[config.mk]
export PLATFORM = sky130hd
export DESIGN_NAME = sia_aggregator
export DESIGN_NICKNAME = d
export VERILOG_FILES = /design/src/rtl/sia_pkg.sv /design/src/rtl/sia_edge_if.sv /design/src/rtl/sia_aggregator.sv /design/src/rtl/sia_edge_bank.sv
export SDC_FILE = /design/constraint.sdc
export NUM_CORES = 1
export LEC_CHECK = 0
export BUFFER_PORTS_ARGS = -buffer_cell sky130_fd_sc_hd__buf_4
export CAP_MARGIN = 10
export CORE_MARGIN = 3
export CORE_UTILIZATION = 60
export CTS_CLUSTER_DIAMETER = 100
export DETAILED_ROUTE_END_ITERATION = 16
export PLACE_DENSITY = 0.87
export SYNTH_ARGS = -nofsm -noshare
export SYNTH_HDL_FRONTEND = slang
export SYNTH_SLANG_ARGS = --single-unit
export TNS_END_PERCENT = 10
[constraint.sdc]
create_clock -name sys_clk -period 2.5 [get_ports sys_clk]
set_input_delay 0.375 -clock sys_clk [delete_from_list [all_inputs] [get_ports sys_clk]]
set_output_delay 0.375 -clock sys_clk [all_outputs]
set_load 0.02 [all_outputs]
[src/rtl/sia_pkg.sv]
// shared constants of the status interrupt aggregator
// assumes one 200 MHz core clock and an 8-bit register port
package sia_pkg;
  localparam int NPORT  = 4;
  localparam int SEN_W  = 8;
  localparam int GPIO_W = 4;
  localparam int EDGE_W = SEN_W + GPIO_W;

  // register offsets
  localparam logic [7:0] ADDR_CTL       = 8'h23;
  localparam logic [7:0] ADDR_SUM       = 8'h24;
  localparam logic [7:0] ADDR_PSEL      = 8'h4C;
  localparam logic [7:0] ADDR_STS1      = 8'h4D;
  localparam logic [7:0] ADDR_STS2      = 8'h4E;
  localparam logic [7:0] ADDR_ICR_HI    = 8'hD8;
  localparam logic [7:0] ADDR_ICR_LO    = 8'hD9;
  localparam logic [7:0] ADDR_ISR_HI    = 8'hDA;
  localparam logic [7:0] ADDR_ISR_LO    = 8'hDB;
  localparam logic [7:0] ADDR_CSI_STS   = 8'hE0;
  localparam logic [7:0] ADDR_GPIO_EN   = 8'hE1;
  localparam logic [7:0] ADDR_GPIO_STS  = 8'hE2;
  localparam logic [7:0] ADDR_SEN0      = 8'hE3;
  localparam logic [7:0] ADDR_SEN_RMASK = 8'hE4;
  localparam logic [7:0] ADDR_SEN_FMASK = 8'hE5;
  localparam logic [7:0] ADDR_SEN_RFLAG = 8'hE6;
  localparam logic [7:0] ADDR_SEN_FFLAG = 8'hE7;

  // field positions
  localparam int CTL_GLOBAL_BIT = 7;
  localparam int SUM_GLOBAL_BIT = 7;
  localparam int HI_SEN_BIT     = 3;
  localparam int HI_GPIO_BIT    = 4;
  localparam int K1_CRC         = 4;
  localparam int K1_LCHG        = 3;
  localparam int K1_SEQ         = 2;
  localparam int K1_PAR         = 1;
  localparam int K1_PCHG        = 0;
  localparam int K2_LENCHG      = 4;
  localparam int K2_ENC         = 3;
  localparam int K2_BUF         = 2;
  localparam int K2_CSI         = 1;
  localparam int K2_CNTCHG      = 0;
  localparam logic [7:0] CTL_RW_MASK = 8'hBF;

  // values after reset
  localparam logic [7:0] CTL_RST  = 8'h00;
  localparam logic [7:0] EN_RST   = 8'h00;
  localparam logic [1:0] RSEL_RST = 2'h0;
  localparam logic [3:0] WSEL_RST = 4'h1;
endpackage

[src/rtl/sia_edge_if.sv]
// edge capture signals between aggregator core and edge bank
// assumes both ends share sys_clk
`timescale 1ns/1ps
`default_nettype none
interface sia_edge_if;
  import sia_pkg::*;
  logic [NPORT-1:0][EDGE_W-1:0] cur;
  logic [NPORT-1:0][EDGE_W-1:0] rise_mask;
  logic [NPORT-1:0][EDGE_W-1:0] fall_mask;
  logic [NPORT-1:0][EDGE_W-1:0] clr_rise;
  logic [NPORT-1:0][EDGE_W-1:0] clr_fall;
  logic [NPORT-1:0][EDGE_W-1:0] rise;
  logic [NPORT-1:0][EDGE_W-1:0] fall;
  modport ctrl (output cur, rise_mask, fall_mask, clr_rise, clr_fall, input rise, fall);
  modport bank (input cur, rise_mask, fall_mask, clr_rise, clr_fall, output rise, fall);
endinterface
`default_nettype wire

[src/rtl/sia_aggregator.sv]
// status interrupt aggregator: per-port status, summary and irq pin
// assumes single-cycle reg_rd/reg_wr strobes from the register port
`timescale 1ns/1ps
`default_nettype none
module sia_aggregator
  import sia_pkg::*;
(
  input  wire logic                        sys_clk,
  input  wire logic                        reset_n,
  input  wire logic [7:0]                  reg_addr,
  input  wire logic [7:0]                  reg_wdata,
  input  wire logic                        reg_wr,
  input  wire logic                        reg_rd,
  output logic      [7:0]                  reg_rdata,
  output logic                             irq_out_n,
  input  wire logic [NPORT-1:0]            lock_in,
  input  wire logic [NPORT-1:0]            pass_in,
  input  wire logic [NPORT-1:0]            parity_err_ev,
  input  wire logic [NPORT-1:0]            bc_crc_err_ev,
  input  wire logic [NPORT-1:0]            bc_seq_err_ev,
  input  wire logic [NPORT-1:0]            encode_err_ev,
  input  wire logic [NPORT-1:0]            buffer_err_ev,
  input  wire logic [NPORT-1:0]            line_len_chg_ev,
  input  wire logic [NPORT-1:0]            line_cnt_chg_ev,
  input  wire logic [NPORT-1:0]            frequency_settled,
  input  wire logic [NPORT-1:0]            no_link_clock,
  input  wire logic [NPORT-1:0]            line_length_unsettled,
  input  wire logic [NPORT-1:0][3:0]       camera_rx_err_ev,
  input  wire logic [NPORT-1:0][GPIO_W-1:0] fwd_gpio,
  input  wire logic [NPORT-1:0][SEN_W-1:0] sensor_state_byte0,
  input  wire logic [1:0]                  tx_irq_flag
);
  typedef struct packed {
    logic [7:0]                 ctl;
    logic [1:0]                 rsel;
    logic [NPORT-1:0]           wsel;
    logic [NPORT-1:0][7:0]      icr_hi;
    logic [NPORT-1:0][7:0]      icr_lo;
    logic [NPORT-1:0][7:0]      gpio_en;
    logic [NPORT-1:0][7:0]      rmask;
    logic [NPORT-1:0][7:0]      fmask;
    logic [NPORT-1:0][4:0]      s1k;
    logic [NPORT-1:0][4:0]      s2k;
    logic [NPORT-1:0][3:0]      csik;
    logic [NPORT-1:0]           lock_p;
    logic [NPORT-1:0]           pass_p;
    logic [7:0]                 rdata;
    logic                       irq_n;
  } sia_main_s;

  sia_main_s                q;
  sia_main_s                d;
  logic [NPORT-1:0][7:0]    hi_w;
  logic [NPORT-1:0][7:0]    lo_w;
  logic [NPORT-1:0]         port_irq;
  logic [7:0]               sum;
  logic                     rd_s1;
  logic                     rd_s2;
  logic                     rd_csi;
  logic                     rd_gpio;
  logic                     rd_rfl;
  logic                     rd_ffl;
  logic [NPORT-1:0]         on_rd;

  sia_edge_if eif ();

  sia_edge_bank u_edges (
    .sys_clk (sys_clk),
    .reset_n (reset_n),
    .e       (eif.bank)
  );

  // read strobes; only the read-selected port sees a clearing read
  assign rd_s1   = reg_rd && (reg_addr == ADDR_STS1);
  assign rd_s2   = reg_rd && (reg_addr == ADDR_STS2);
  assign rd_csi  = reg_rd && (reg_addr == ADDR_CSI_STS);
  assign rd_gpio = reg_rd && (reg_addr == ADDR_GPIO_STS);
  assign rd_rfl  = reg_rd && (reg_addr == ADDR_SEN_RFLAG);
  assign rd_ffl  = reg_rd && (reg_addr == ADDR_SEN_FFLAG);

  // edge bank hookup: bits 11..8 gpio, 7..0 sensor byte zero
  always_comb
  begin
    for (int p = 0; p < NPORT; p++)
    begin
      on_rd[p] = (q.rsel == 2'(p));
      eif.cur[p]       = {fwd_gpio[p], sensor_state_byte0[p]};
      eif.rise_mask[p] = {q.gpio_en[p][3:0], q.rmask[p]};
      eif.fall_mask[p] = {q.gpio_en[p][7:4], q.fmask[p]};
      eif.clr_rise[p]  = {{GPIO_W{rd_gpio && on_rd[p]}}, {SEN_W{rd_rfl && on_rd[p]}}};
      eif.clr_fall[p]  = {{GPIO_W{rd_gpio && on_rd[p]}}, {SEN_W{rd_ffl && on_rd[p]}}};
    end
  end

  // flag words are views of the sticky status, not storage of their own
  always_comb
  begin
    for (int p = 0; p < NPORT; p++)
    begin
      hi_w[p] = {3'h0,
                 |{eif.rise[p][EDGE_W-1:SEN_W], eif.fall[p][EDGE_W-1:SEN_W]},
                 |{eif.rise[p][SEN_W-1:0], eif.fall[p][SEN_W-1:0]},
                 q.s2k[p][K2_ENC], q.s1k[p][K1_SEQ], q.s1k[p][K1_CRC]};
      lo_w[p] = {1'b0, q.s2k[p][K2_LENCHG], q.s2k[p][K2_CNTCHG], q.s2k[p][K2_BUF],
                 q.s2k[p][K2_CSI], q.s1k[p][K1_PAR], q.s1k[p][K1_PCHG],
                 q.s1k[p][K1_LCHG]};
      port_irq[p] = |(hi_w[p] & q.icr_hi[p]) || |(lo_w[p] & q.icr_lo[p]);
    end
    // source shows here with its own enable even without global enable
    sum[5:0] = {tx_irq_flag & q.ctl[5:4], port_irq & q.ctl[3:0]};
    sum[6]   = 1'b0;
    sum[SUM_GLOBAL_BIT] = |sum[5:0];
  end

  // next state: status capture, register writes, read data, pin
  always_comb
  begin
    d = q;
    d.lock_p = lock_in;
    d.pass_p = pass_in;
    for (int p = 0; p < NPORT; p++)
    begin
      // set wins over a clearing read in the same cycle; enables not consulted
      d.s1k[p] = (q.s1k[p] & {5{!(rd_s1 && on_rd[p])}}) |
                 {bc_crc_err_ev[p], lock_in[p] ^ q.lock_p[p], bc_seq_err_ev[p],
                  parity_err_ev[p], pass_in[p] ^ q.pass_p[p]};
      d.s2k[p] = (q.s2k[p] & {5{!(rd_s2 && on_rd[p])}}) |
                 {line_len_chg_ev[p], encode_err_ev[p], buffer_err_ev[p],
                  |camera_rx_err_ev[p], line_cnt_chg_ev[p]};
      if (rd_csi && on_rd[p])
        d.s2k[p][K2_CSI] = |camera_rx_err_ev[p];
      d.csik[p] = (q.csik[p] & {4{!(rd_csi && on_rd[p])}}) | camera_rx_err_ev[p];
      if (reg_wr && q.wsel[p])
      begin
        case (reg_addr)
          ADDR_ICR_HI:    d.icr_hi[p]  = reg_wdata;
          ADDR_ICR_LO:    d.icr_lo[p]  = reg_wdata;
          ADDR_GPIO_EN:   d.gpio_en[p] = reg_wdata;
          ADDR_SEN_RMASK: d.rmask[p]   = reg_wdata;
          ADDR_SEN_FMASK: d.fmask[p]   = reg_wdata;
          default:        d.rmask[p]   = q.rmask[p];
        endcase
      end
    end
    if (reg_wr && reg_addr == ADDR_CTL)
      d.ctl = reg_wdata & CTL_RW_MASK;
    if (reg_wr && reg_addr == ADDR_PSEL)
    begin
      d.rsel = reg_wdata[5:4];
      d.wsel = reg_wdata[3:0];
    end
    // read data answers one cycle after the strobe
    if (reg_rd)
    begin
      case (reg_addr)
        ADDR_CTL:       d.rdata = q.ctl;
        ADDR_SUM:       d.rdata = sum;
        ADDR_PSEL:      d.rdata = {2'h0, q.rsel, q.wsel};
        ADDR_STS1:      d.rdata = {q.rsel, q.s1k[q.rsel][K1_CRC], q.s1k[q.rsel][K1_LCHG],
                                   q.s1k[q.rsel][K1_SEQ], q.s1k[q.rsel][K1_PAR],
                                   pass_in[q.rsel], lock_in[q.rsel]};
        ADDR_STS2:      d.rdata = {line_length_unsettled[q.rsel], q.s2k[q.rsel][K2_LENCHG],
                                   q.s2k[q.rsel][K2_ENC], q.s2k[q.rsel][K2_BUF],
                                   q.s2k[q.rsel][K2_CSI], frequency_settled[q.rsel],
                                   no_link_clock[q.rsel], q.s2k[q.rsel][K2_CNTCHG]};
        ADDR_ICR_HI:    d.rdata = q.icr_hi[q.rsel];
        ADDR_ICR_LO:    d.rdata = q.icr_lo[q.rsel];
        ADDR_ISR_HI:    d.rdata = hi_w[q.rsel];
        ADDR_ISR_LO:    d.rdata = lo_w[q.rsel];
        ADDR_CSI_STS:   d.rdata = {4'h0, q.csik[q.rsel]};
        ADDR_GPIO_EN:   d.rdata = q.gpio_en[q.rsel];
        ADDR_GPIO_STS:  d.rdata = {eif.fall[q.rsel][EDGE_W-1:SEN_W], eif.rise[q.rsel][EDGE_W-1:SEN_W]};
        ADDR_SEN0:      d.rdata = sensor_state_byte0[q.rsel];
        ADDR_SEN_RMASK: d.rdata = q.rmask[q.rsel];
        ADDR_SEN_FMASK: d.rdata = q.fmask[q.rsel];
        ADDR_SEN_RFLAG: d.rdata = eif.rise[q.rsel][SEN_W-1:0];
        ADDR_SEN_FFLAG: d.rdata = eif.fall[q.rsel][SEN_W-1:0];
        default:        d.rdata = 8'h00;
      endcase
    end
    // pin low only with pending enabled source and global enable
    d.irq_n = !(q.ctl[CTL_GLOBAL_BIT] && sum[SUM_GLOBAL_BIT]);
  end

  always_ff @(posedge sys_clk or negedge reset_n)
  begin
    if (!reset_n)
    begin
      q         <= '0;
      q.ctl     <= CTL_RST;
      q.rsel    <= RSEL_RST;
      q.wsel    <= WSEL_RST;
      q.icr_hi  <= {NPORT{EN_RST}};
      q.icr_lo  <= {NPORT{EN_RST}};
      q.gpio_en <= {NPORT{EN_RST}};
      q.irq_n   <= 1'b1;
    end
    else
      q <= d;
  end

  assign reg_rdata = q.rdata;
  assign irq_out_n = q.irq_n;
endmodule
`default_nettype wire

[src/rtl/sia_edge_bank.sv]
// masked rise/fall edge latches for sensor byte and fwd gpio bits
// assumes inputs synchronous to sys_clk and held at least a cycle
`timescale 1ns/1ps
`default_nettype none
module sia_edge_bank
  import sia_pkg::*;
(
  input wire logic sys_clk,
  input wire logic reset_n,
  sia_edge_if.bank e
);
  typedef struct packed {
    logic                         armed;
    logic [NPORT-1:0][EDGE_W-1:0] prev;
    logic [NPORT-1:0][EDGE_W-1:0] rise;
    logic [NPORT-1:0][EDGE_W-1:0] fall;
  } sia_edge_s;

  sia_edge_s                    q;
  sia_edge_s                    d;
  logic [NPORT-1:0][EDGE_W-1:0] rise_ev;
  logic [NPORT-1:0][EDGE_W-1:0] fall_ev;

  // no edges before the first sample, so reset values never look like a change
  always_comb
  begin
    d = q;
    d.armed = 1'b1;
    rise_ev = '0;
    fall_ev = '0;
    for (int p = 0; p < NPORT; p++)
    begin
      if (q.armed)
      begin
        rise_ev[p] = e.cur[p] & ~q.prev[p];
        fall_ev[p] = ~e.cur[p] & q.prev[p];
      end
      // set beats clear; a clear mask forces zero
      d.rise[p] = ((q.rise[p] & ~e.clr_rise[p]) | rise_ev[p]) & e.rise_mask[p];
      d.fall[p] = ((q.fall[p] & ~e.clr_fall[p]) | fall_ev[p]) & e.fall_mask[p];
      d.prev[p] = e.cur[p];
    end
  end

  always_ff @(posedge sys_clk or negedge reset_n)
  begin
    if (!reset_n)
      q <= '0;
    else
      q <= d;
  end

  assign e.rise = q.rise;
  assign e.fall = q.fall;
endmodule
`default_nettype wire

==> results.sh, run 1 <==
export IMPL_hold_class="primary input to flop"
export IMPL_layout_drive_gt1_share=0.3425
export IMPL_fmaxAchievable_ghz=0.4081
export IMPL_ys_async_sr_fraction=1.000
export IMPL_dp_slack_ps=37.39
export IMPL_yosys_area_top_type="dfrtp_1"
export IMPL_fp_dieW_um=181.1
export IMPL_fin_crit_ps=2450
export IMPL_cp_end_kind="flop"
export IMPL_grt_usage=0.3837
export IMPL_antenna_cells=0
export IMPL_dieArea_mm2=0.03281
export IMPL_period_share=0.9802
export IMPL_min_from="parity_err_ev[1]"
export IMPL_max_slew_margin_rel=0.5843
export IMPL_syn_area_per_cell_um2=12.68
export IMPL_grt_max_degree=97
export IMPL_drv_slew=0
export IMPL_synth_top_area_share=0.5289
export IMPL_core_area_mm2=0.02995
export IMPL_rsz0062_at_grt="no"
export IMPL_num_vias=14500
export IMPL_cts_htree_levels=2
export IMPL_grt_pass1_vias=14910
export IMPL_yosysWarnings=0
export IMPL_cts_clk_slew_worst_paths_ps=60
export IMPL_leakagePower_nw=10.15
export IMPL_post_route_util=0.7584
export IMPL_ys_ff_latch=391
export IMPL_crit_path_start="q[237]"
export IMPL_drv_cap=0
export IMPL_worst_pin_slew_ps=622.3
export IMPL_setup_viol=0
export IMPL_p_switching_mw=3.294
export IMPL_syn_area_mm2=0.01840
export IMPL_arrival_ps=2870
export IMPL_reg2reg_from="q[237]"
export IMPL_seqPwrFrac=0.447
export IMPL_cts_tree="done"
export IMPL_drc_errors=0
export IMPL_crit_path_cell_trace="buf_12 > buf_4 > mux4_2 > a22oi_2 > nand3_1 > or4_1 > o22a_1"
export IMPL_portBuffers=142
export IMPL_p_per_area_mw_per_mm2=637.0
export IMPL_numCtsBuffers=40
export IMPL_drtPass1Iterations=5
export IMPL_combPwrFrac=0.072
export IMPL_root_buffer="clkbuf_16"
export IMPL_p_int_mw=11.18
export IMPL_wl_per_cell_um=29.48
export IMPL_cp_top_family="simple AND/OR/NAND/NOR gates"
export IMPL_syn_inst=1451
export IMPL_fin_cells=2145
export IMPL_drt_iter0_drc=1779
export IMPL_place_congestion=1.031
export IMPL_avgViaCountPerCell=6.762
export IMPL_crit_path_top_delay_cell="or4_1"
export IMPL_hold_violations=0
export IMPL_wl_mm=63.23
export IMPL_fillers=1865
export IMPL_grt_ovfl_total=0
export IMPL_dpl_cell_area_mm2=0.02055
export IMPL_skew_ps=23.02
export IMPL_p_sw_frac=0.2277
export IMPL_grt_pass1_wl_mm=94.56
export IMPL_status="finished clean"
export IMPL_slowest_delay_ps=530
export IMPL_path_buf_inv=2
export IMPL_clock_sinks=391
export IMPL_clockPowerShare=0.481
export IMPL_io_pin_count=143
export IMPL_synth_fp_nets=1585
export IMPL_synth_area_leaders="dfrtp_1, mux2_2, mux4_2"
export IMPL_synth_edf_count=0
export IMPL_dp_hpwl_mm=45.28
export IMPL_required_ps=2920
export IMPL_rows=63
export IMPL_final_net_count=1857
export IMPL_setup_tns_final_ps=0
export IMPL_criticalPathCategory="flop to flop"
export IMPL_dp_cells=2013
export IMPL_seq_area_frac_synth=0.5318
export IMPL_start_util=0.6144
export IMPL_stdcell_area_mm2=0.02272
export IMPL_synth_most_common_cell="dfrtp_1"
export IMPL_yosys_most_used_dff="dfrtp_1"
export IMPL_cp_max_fo=6
export IMPL_yosys_cell_types_count=60
export IMPL_antenna_found_initial=1
export IMPL_power_total_mw=14.47
export IMPL_setup_ws_ps=49.57
export IMPL_ant_nets=0
export IMPL_clk_latency_ps=550
export IMPL_vdd_ir_drop_max_mv=0.7716
export IMPL_clockBufferDepth=3
export IMPL_start_kind="flop"
export IMPL_area_growth_pct=23.43
export IMPL_yosys_top_cells_count="dfrtp_1, mux2_2, nand2_1"
export IMPL_die_y_um=181.1
export IMPL_hold_ws_ps=14.10
==> state kept, by name, indices dropped and copies added (netlist names) <==
signal and count:
u_edges.e.fall 48, q 101, reg_rdata 8, lo_w 28, eif.rise_mask 48, irq_out_n 1, u_edges.q 49, hi_w 12
u_edges.e.rise 48, eif.fall_mask 48
==> worst paths after layout <==
path	to	slack, ps	depth (start not counted)
max	reg_rdata[1]	50	7
min	lo_w[10]	10	2
max reg2reg	reg_rdata[1]	50	7
min reg2reg	q[21]	480	1
max in group asynchronous	u_edges.q[144]	1230	3
min in group asynchronous	q[11]	400	2
==> power by group through the flow <==
stage          Clock [mW]  Combinational [mW]  Sequential (mW)
6_report             6.96                1.04             6.47
5_1_grt              7.25                1.11             6.47
4_1_cts              6.97                1.03             6.46
3_5_place_dp            0               0.947             6.58
3_3_place_gp            0               0.930             6.58
2_1_floorplan           0               0.398             6.55
==> logic make-up (layout without fill, tap and decap cells) <==
group / count (synthesis) / in the layout / share of synthesized area
xor gates and xnor gates: 8 / 8 / 0.003807
other: 1 / 1 / 0.0002038
and+or+nand+nor: 417 / 417 / 0.1173
buffers and inverters: 132 / 436 / 0.03318
muxes: 263 / 263 / 0.2192
AOI/OAI and AO/OA: 239 / 239 / 0.09450
DFF: 391 / 391 / 0.5318
==> per-layer routing <==
metal | vias to the layer above | track usage | wire length (µm)
met5 | - | 0 | 13
met2 | 1050 | 0.5893 | 28750
li1 | 5915 | - | -
met1 | 7357 | 0.5390 | 24320
met3 | 180 | 0.09845 | 7323
met4 | 2 | 0.1380 | 2820
==> placed cells by master, fill, tap and decap left out, drive strengths merged, types with 6 or more instances in the layout <==
master,n
a21o,45
a21oi,53
a22o,6
a22oi,40
a32oi,53
buf,250
bufinv,10
clkbuf,53
clkinv,8
dfrtp,389
dlygate4sd3,57
inv,57
mux2,170
mux4,92
nand2,139
nand3,33
nand4,10
nor2,73
nor2b,100
nor4,33
o21ai,9
xnor2,8
==> what timing repair did <==
item,in CTS,in global routing
hold buffers,57,0
gates resized for setup,0,2
buffers inserted,0,1
endpoints found under the hold margin,106,0
endpoints found under the setup margin,0,8
==> cell type report <==
class	count	area, µm²	area share
clock buffer	53	1151	0.05067
clock inverter	21	407.9	0.01796
inverter	55	206.4	0.009088
multi-input combinational	928	8036	0.3538
sequential	391	9796	0.4312
tap	390	488.0	0.02148
timing repair buffer	307	2630	0.1158
(Power assumes the default switching activity.)
==> inputs of run 2 (changes only) <==
- CTS_BUF_LIST: not set -> sky130_fd_sc_hd__clkbuf_4
==> results.sh, run 2 (synthesis gave the netlist of run 1 again) <==
export IMPL_antenna_found_initial=2
export IMPL_biggestRegsByFlops="q (101), u_edges.q (49)"
export IMPL_skew_ps=88.41
export IMPL_crit_path_cell_trace="buf_6 > buf_6 > buf_4 > mux4_2 > a22oi_2 > nand3_2 > or4_1 > o22a_1"
export IMPL_mostFrequentLayoutCell="dfrtp_1"
export IMPL_cts_clk_slew_worst_paths_ps=80
export IMPL_regMostFlops="q"
export IMPL_start_util=0.6144
export IMPL_arrival_ps=3160
export IMPL_hold_class="primary input to flop"
export IMPL_core_area_mm2=0.02995
export IMPL_io_pin_count=143
export IMPL_dieArea_mm2=0.03281
export IMPL_slowest_delay_ps=570
export IMPL_numCtsBuffers=98
export IMPL_cp_max_fo=6
export IMPL_cts_htree_levels=3
export IMPL_root_buffer="clkbuf_4"
export IMPL_stdcell_area_mm2=0.02291
export IMPL_grt_pass1_wl_mm=98.55
export IMPL_cts_tree="done"
export IMPL_area_growth_pct=24.46
export IMPL_max_slew_margin_rel=0.5936
export IMPL_hold_ws_ps=77.22
export IMPL_grt_ovfl_total=0
export IMPL_cp_end_kind="flop"
export IMPL_num_vias=15340
export IMPL_layout_drive_gt1_share=0.3637
export IMPL_drv_slew=0
export IMPL_grt_pass1_vias=15800
export IMPL_drtPass1Iterations=6
export IMPL_setup_ws_ps=-5.862
export IMPL_setup_viol=1
export IMPL_critPathMostFrequentCell="buf_6"
export IMPL_start_kind="flop"
export IMPL_drv_cap=0
export IMPL_die_y_um=181.1
export IMPL_rows=63
export IMPL_dp_hpwl_mm=45.28
export IMPL_criticalPathCategory="flop to flop"
export IMPL_largest_reg_flops=101
export IMPL_fin_cells=2291
export IMPL_avgViaCountPerCell=6.698
export IMPL_place_congestion=1.031
export IMPL_portBuffers=142
export IMPL_wl_mm=65.63
export IMPL_dp_cells=2013
export IMPL_period_share=1.002
export IMPL_fp_dieW_um=181.1
export IMPL_post_route_util=0.7647
export IMPL_clockBufferDepth=3
export IMPL_clock_sinks=391
export IMPL_fmaxAchievable_ghz=0.3991
export IMPL_hold_violations=0
export IMPL_path_buf_inv=3
export IMPL_rsz0062_at_grt="yes"
export IMPL_dpl_cell_area_mm2=0.02055
export IMPL_required_ps=3160
export IMPL_leakagePower_nw=10.31
export IMPL_vdd_ir_drop_max_mv=0.4835
export IMPL_status="finished with violations"
export IMPL_drt_iter0_drc=2206
export IMPL_ant_nets=0
export IMPL_clk_latency_ps=800
export IMPL_final_net_count=1968
export IMPL_grt_max_degree=97
export IMPL_fin_crit_ps=2506
export IMPL_worst_pin_slew_ps=609.7
export IMPL_p_per_area_mw_per_mm2=561.1
export IMPL_final_cell_mix="dfrtp_1, buf_4, mux2_2"
export IMPL_grt_usage=0.4002
export IMPL_crit_path_top_delay_cell="dfrtp_4"
export IMPL_wl_per_cell_um=28.65
export IMPL_violations="setup timing"
export IMPL_drc_errors=0
export IMPL_cp_top_family="flip-flops"
==> run 2: cell types whose count changed in the layout (fill, tap and decap cells not counted), sizes merged <==
cell         change
dlygate4sd3     +48
bufinv          -10
clkinv          +18
inv              -1
clkbuf          +86
buf              +4
diode            +1
==> run 2: worst register-to-register path, delay by kind of cell, from the launching register on <==
family          cells  cell delay, ps
simple gates        2             530
mux                 1             440
flops               1             570
compound gates      2             420
buf+inv             3             410
==> run 2: routing by layer <==
metal	up-vias	routed length (µm)	part of all wire	GRT usage
met5	-	11	0.00017	0
met4	2	3093	0.047	0.1636
met3	213	8015	0.12	0.1109
met2	1167	30010	0.46	0.6140
met1	7786	24500	0.37	0.5480
li1	6176	-	-	-
==> run 2: layout make-up <==
cell class              instances  area, µm²
multi-input cells             928       8059
diodes                          1      2.502
well taps                     390      488.0
repair buffers                360       3172
fillers                      1836       7048
clock buffers                 138       1036
inverters                      55      206.4
flip-flops and latches        391       9796
clock inverters                28      146.4
==> run 2: path summary, 6_finish.rpt <==
| kind | startpoint | end | slack, ps | cells after the start |
|---|---|---|---|---|
| worst max-delay path | q[237] | reg_rdata[1] | -6 | 8 |
| worst min-delay path | reg_wdata[1] | q[218] | 80 | 2 |
| worst max register to register | q[237] | reg_rdata[1] | -6 | 8 |
| worst min register to register | q[11] | lo_w[17] | 470 | 2 |
| max in group asynchronous | reset_n | u_edges.e.fall[6] | 1400 | 3 |
| min in group asynchronous | reset_n | lo_w[17] | 190 | 2 |
==> run 2: stage by stage <==
stage | setup slack (ps) | total power [mW] | TNS [ps]
2_1_floorplan | 320.7 | 6.950 | 0
3_3_place_gp | 59.15 | 7.508 | 0
3_5_place_dp | 37.39 | 7.528 | 0
4_1_cts | 12.63 | 12.81 | 0
5_1_grt | -41.99 | 13.33 | -77.49
6_report | -5.862 | 12.85 | -5.862
==> run 2: what timing repair did <==
action / 4_1_cts / 5_1_grt
setup endpoints to repair: 1 / 7
resized for setup: 0 / 18
pin swaps: 0 / 5
gates cloned: 0 / 1
hold endpoints to repair: 269 / 0
hold buffers: 105 / 0
buffers inserted: 3 / 3
==> run 2: power by group <==
group	total, mW	switching (mW)	leakage (nW)	internal [mW]
combinational	1.13	0.618	4.62	0.511
sequential	6.47	0.0682	5.00	6.40
clock	5.25	2.70	0.696	2.55
total	12.9	3.39	10.3	9.47
==> inputs of run 3 (changes only) <==
- clock period: 2.5 -> 2.7 ns (I/O delays scaled with it)
==> results.sh, run 3 (synthesis gave the netlist of run 1 again) <==
export IMPL_vdd_ir_drop_max_mv=0.4675
export IMPL_ant_nets=0
export IMPL_drtPass1Iterations=6
export IMPL_final_net_count=1935
export IMPL_fin_cells=2262
export IMPL_fp_dieW_um=181.1
export IMPL_drt_iter0_drc=1826
export IMPL_rsz0062_at_grt="no"
export IMPL_fillers=1870
export IMPL_grt_ovfl_total=0
export IMPL_die_y_um=181.1
export IMPL_grt_pass1_vias=15550
export IMPL_setup_viol=0
export IMPL_antenna_found_initial=3
export IMPL_regMostFlops="q"
export IMPL_leakagePower_nw=10.15
export IMPL_criticalPathCategory="flop to flop"
export IMPL_required_ps=3350
export IMPL_drv_cap=0
export IMPL_place_congestion=0.9914
export IMPL_layout_drive_gt1_share=0.3481
export IMPL_period_share=0.9907
export IMPL_mostFrequentLayoutCell="dfrtp_1"
export IMPL_hold_violations=0
export IMPL_clockBufferDepth=3
export IMPL_cp_max_fo=56
export IMPL_drc_errors=0
export IMPL_stdcell_area_mm2=0.02256
export IMPL_fmaxAchievable_ghz=0.3739
export IMPL_start_util=0.6144
export IMPL_cts_tree="done"
export IMPL_wl_mm=65.70
export IMPL_worst_r2r_setup_slack_ps=30
export IMPL_dp_cells=1986
export IMPL_dpl_cell_area_mm2=0.02030
export IMPL_final_cell_mix="dfrtp_1, buf_4, mux2_2"
export IMPL_portBuffers=142
export IMPL_hold_class="primary input to flop"
export IMPL_drv_slew=0
export IMPL_root_buffer="clkbuf_4"
export IMPL_post_route_util=0.7533
export IMPL_cp_end_kind="flop"
export IMPL_cts_clk_slew_worst_paths_ps=80
export IMPL_p_per_area_mw_per_mm2=533.2
export IMPL_grt_usage=0.4024
export IMPL_grt_pass1_wl_mm=98.19
export IMPL_dieArea_mm2=0.03281
export IMPL_clk_latency_ps=770
export IMPL_arrival_ps=3320
export IMPL_clock_sinks=391
export IMPL_area_growth_pct=22.60
export IMPL_fin_crit_ps=2675
export IMPL_wl_per_cell_um=29.05
export IMPL_setup_tns_final_ps=0
export IMPL_core_area_mm2=0.02995
export IMPL_skew_ps=49.54
export IMPL_cts_htree_levels=3
export IMPL_numCtsBuffers=100
export IMPL_worst_pin_slew_ps=938.2
export IMPL_num_vias=15140
export IMPL_start_kind="flop"
export IMPL_max_slew_margin_rel=0.3745
export IMPL_status="finished clean"
export IMPL_io_pin_count=143
export IMPL_largest_reg_flops=101
export IMPL_avgViaCountPerCell=6.694
export IMPL_dp_hpwl_mm=45.48
export IMPL_rows=63
export IMPL_biggestRegsByFlops="q (101), u_edges.q (49)"
export IMPL_grt_max_degree=69
==> run 3: worst paths after layout <==
kind / start / end / cells after the start
worst min register to register: q[32] / q[32] / 1
worst max-delay path: q[238] / reg_rdata[0] / 6
min in group asynchronous: reset_n / lo_w[22] / 2
worst max register to register: q[238] / reg_rdata[0] / 6
worst min-delay path: tx_irq_flag[1] / irq_out_n / 4
max in group asynchronous: reset_n / q[233] / 3
==> run 3: final cells by class <==
class,instances,area [µm²],area share
sequential,391,9796,0.4341
multi-input combinational,928,8026,0.3557
timing repair buffer,325,2821,0.1250
clock buffer,142,1066,0.04725
tap,390,488.0,0.02163
inverter,55,206.4,0.009150
clock inverter,29,153.9,0.006821
antenna,2,5.005,0.0002218
==> run 3: worst max-delay path: stages, from the launching register on <==
cell      delay [ps]
dfrtp_4          570
buf_12           340
mux4_2           410
a22o_1           300
a211oi_1         300
nand4b_1         210
o32a_1           360
==> run 3: routing by layer <==
| metal | GRT usage | routed length (µm) | vias to the layer above |
|---|---|---|---|
| li1 | - | - | 6123 |
| met1 | 0.5449 | 24770 | 7630 |
| met2 | 0.6221 | 30430 | 1166 |
| met3 | 0.1234 | 7793 | 221 |
| met4 | 0.1496 | 2693 | 2 |
| met5 | 0 | 14 | - |
==> run 3: power by group <==
part           total (mW)  internal [mW]  switching (mW)
sequential           6.00           5.93          0.0768
combinational        1.01          0.451           0.558
clock                5.02           2.51            2.51
==> run 3: repair_timing <==
| item | CTS | global route |
|---|---|---|
| endpoints found under the hold margin | 251 | 0 |
| buffers inserted | 0 | 0 |
| hold buffers | 103 | 0 |
| pin swaps | 0 | 0 |
| resized for setup | 1 | 1 |
| endpoints found under the setup margin | 1 | 1 |
==> run 3: stage by stage <==
| stage | total power, mW | setup WS [ps] | hold slack [ps] |
|---|---|---|---|
| final | 12.03 | 25.20 | 42.75 |
| after floorplan | 6.435 | 520.7 | 109.4 |
| after CTS | 12.00 | 17.15 | 0.8082 |
| after global routing | 12.43 | 6.019 | 35.45 |
| after detailed placement | 6.965 | 42.97 | 437.8 |
| after global placement | 6.943 | 26.58 | 426.9 |
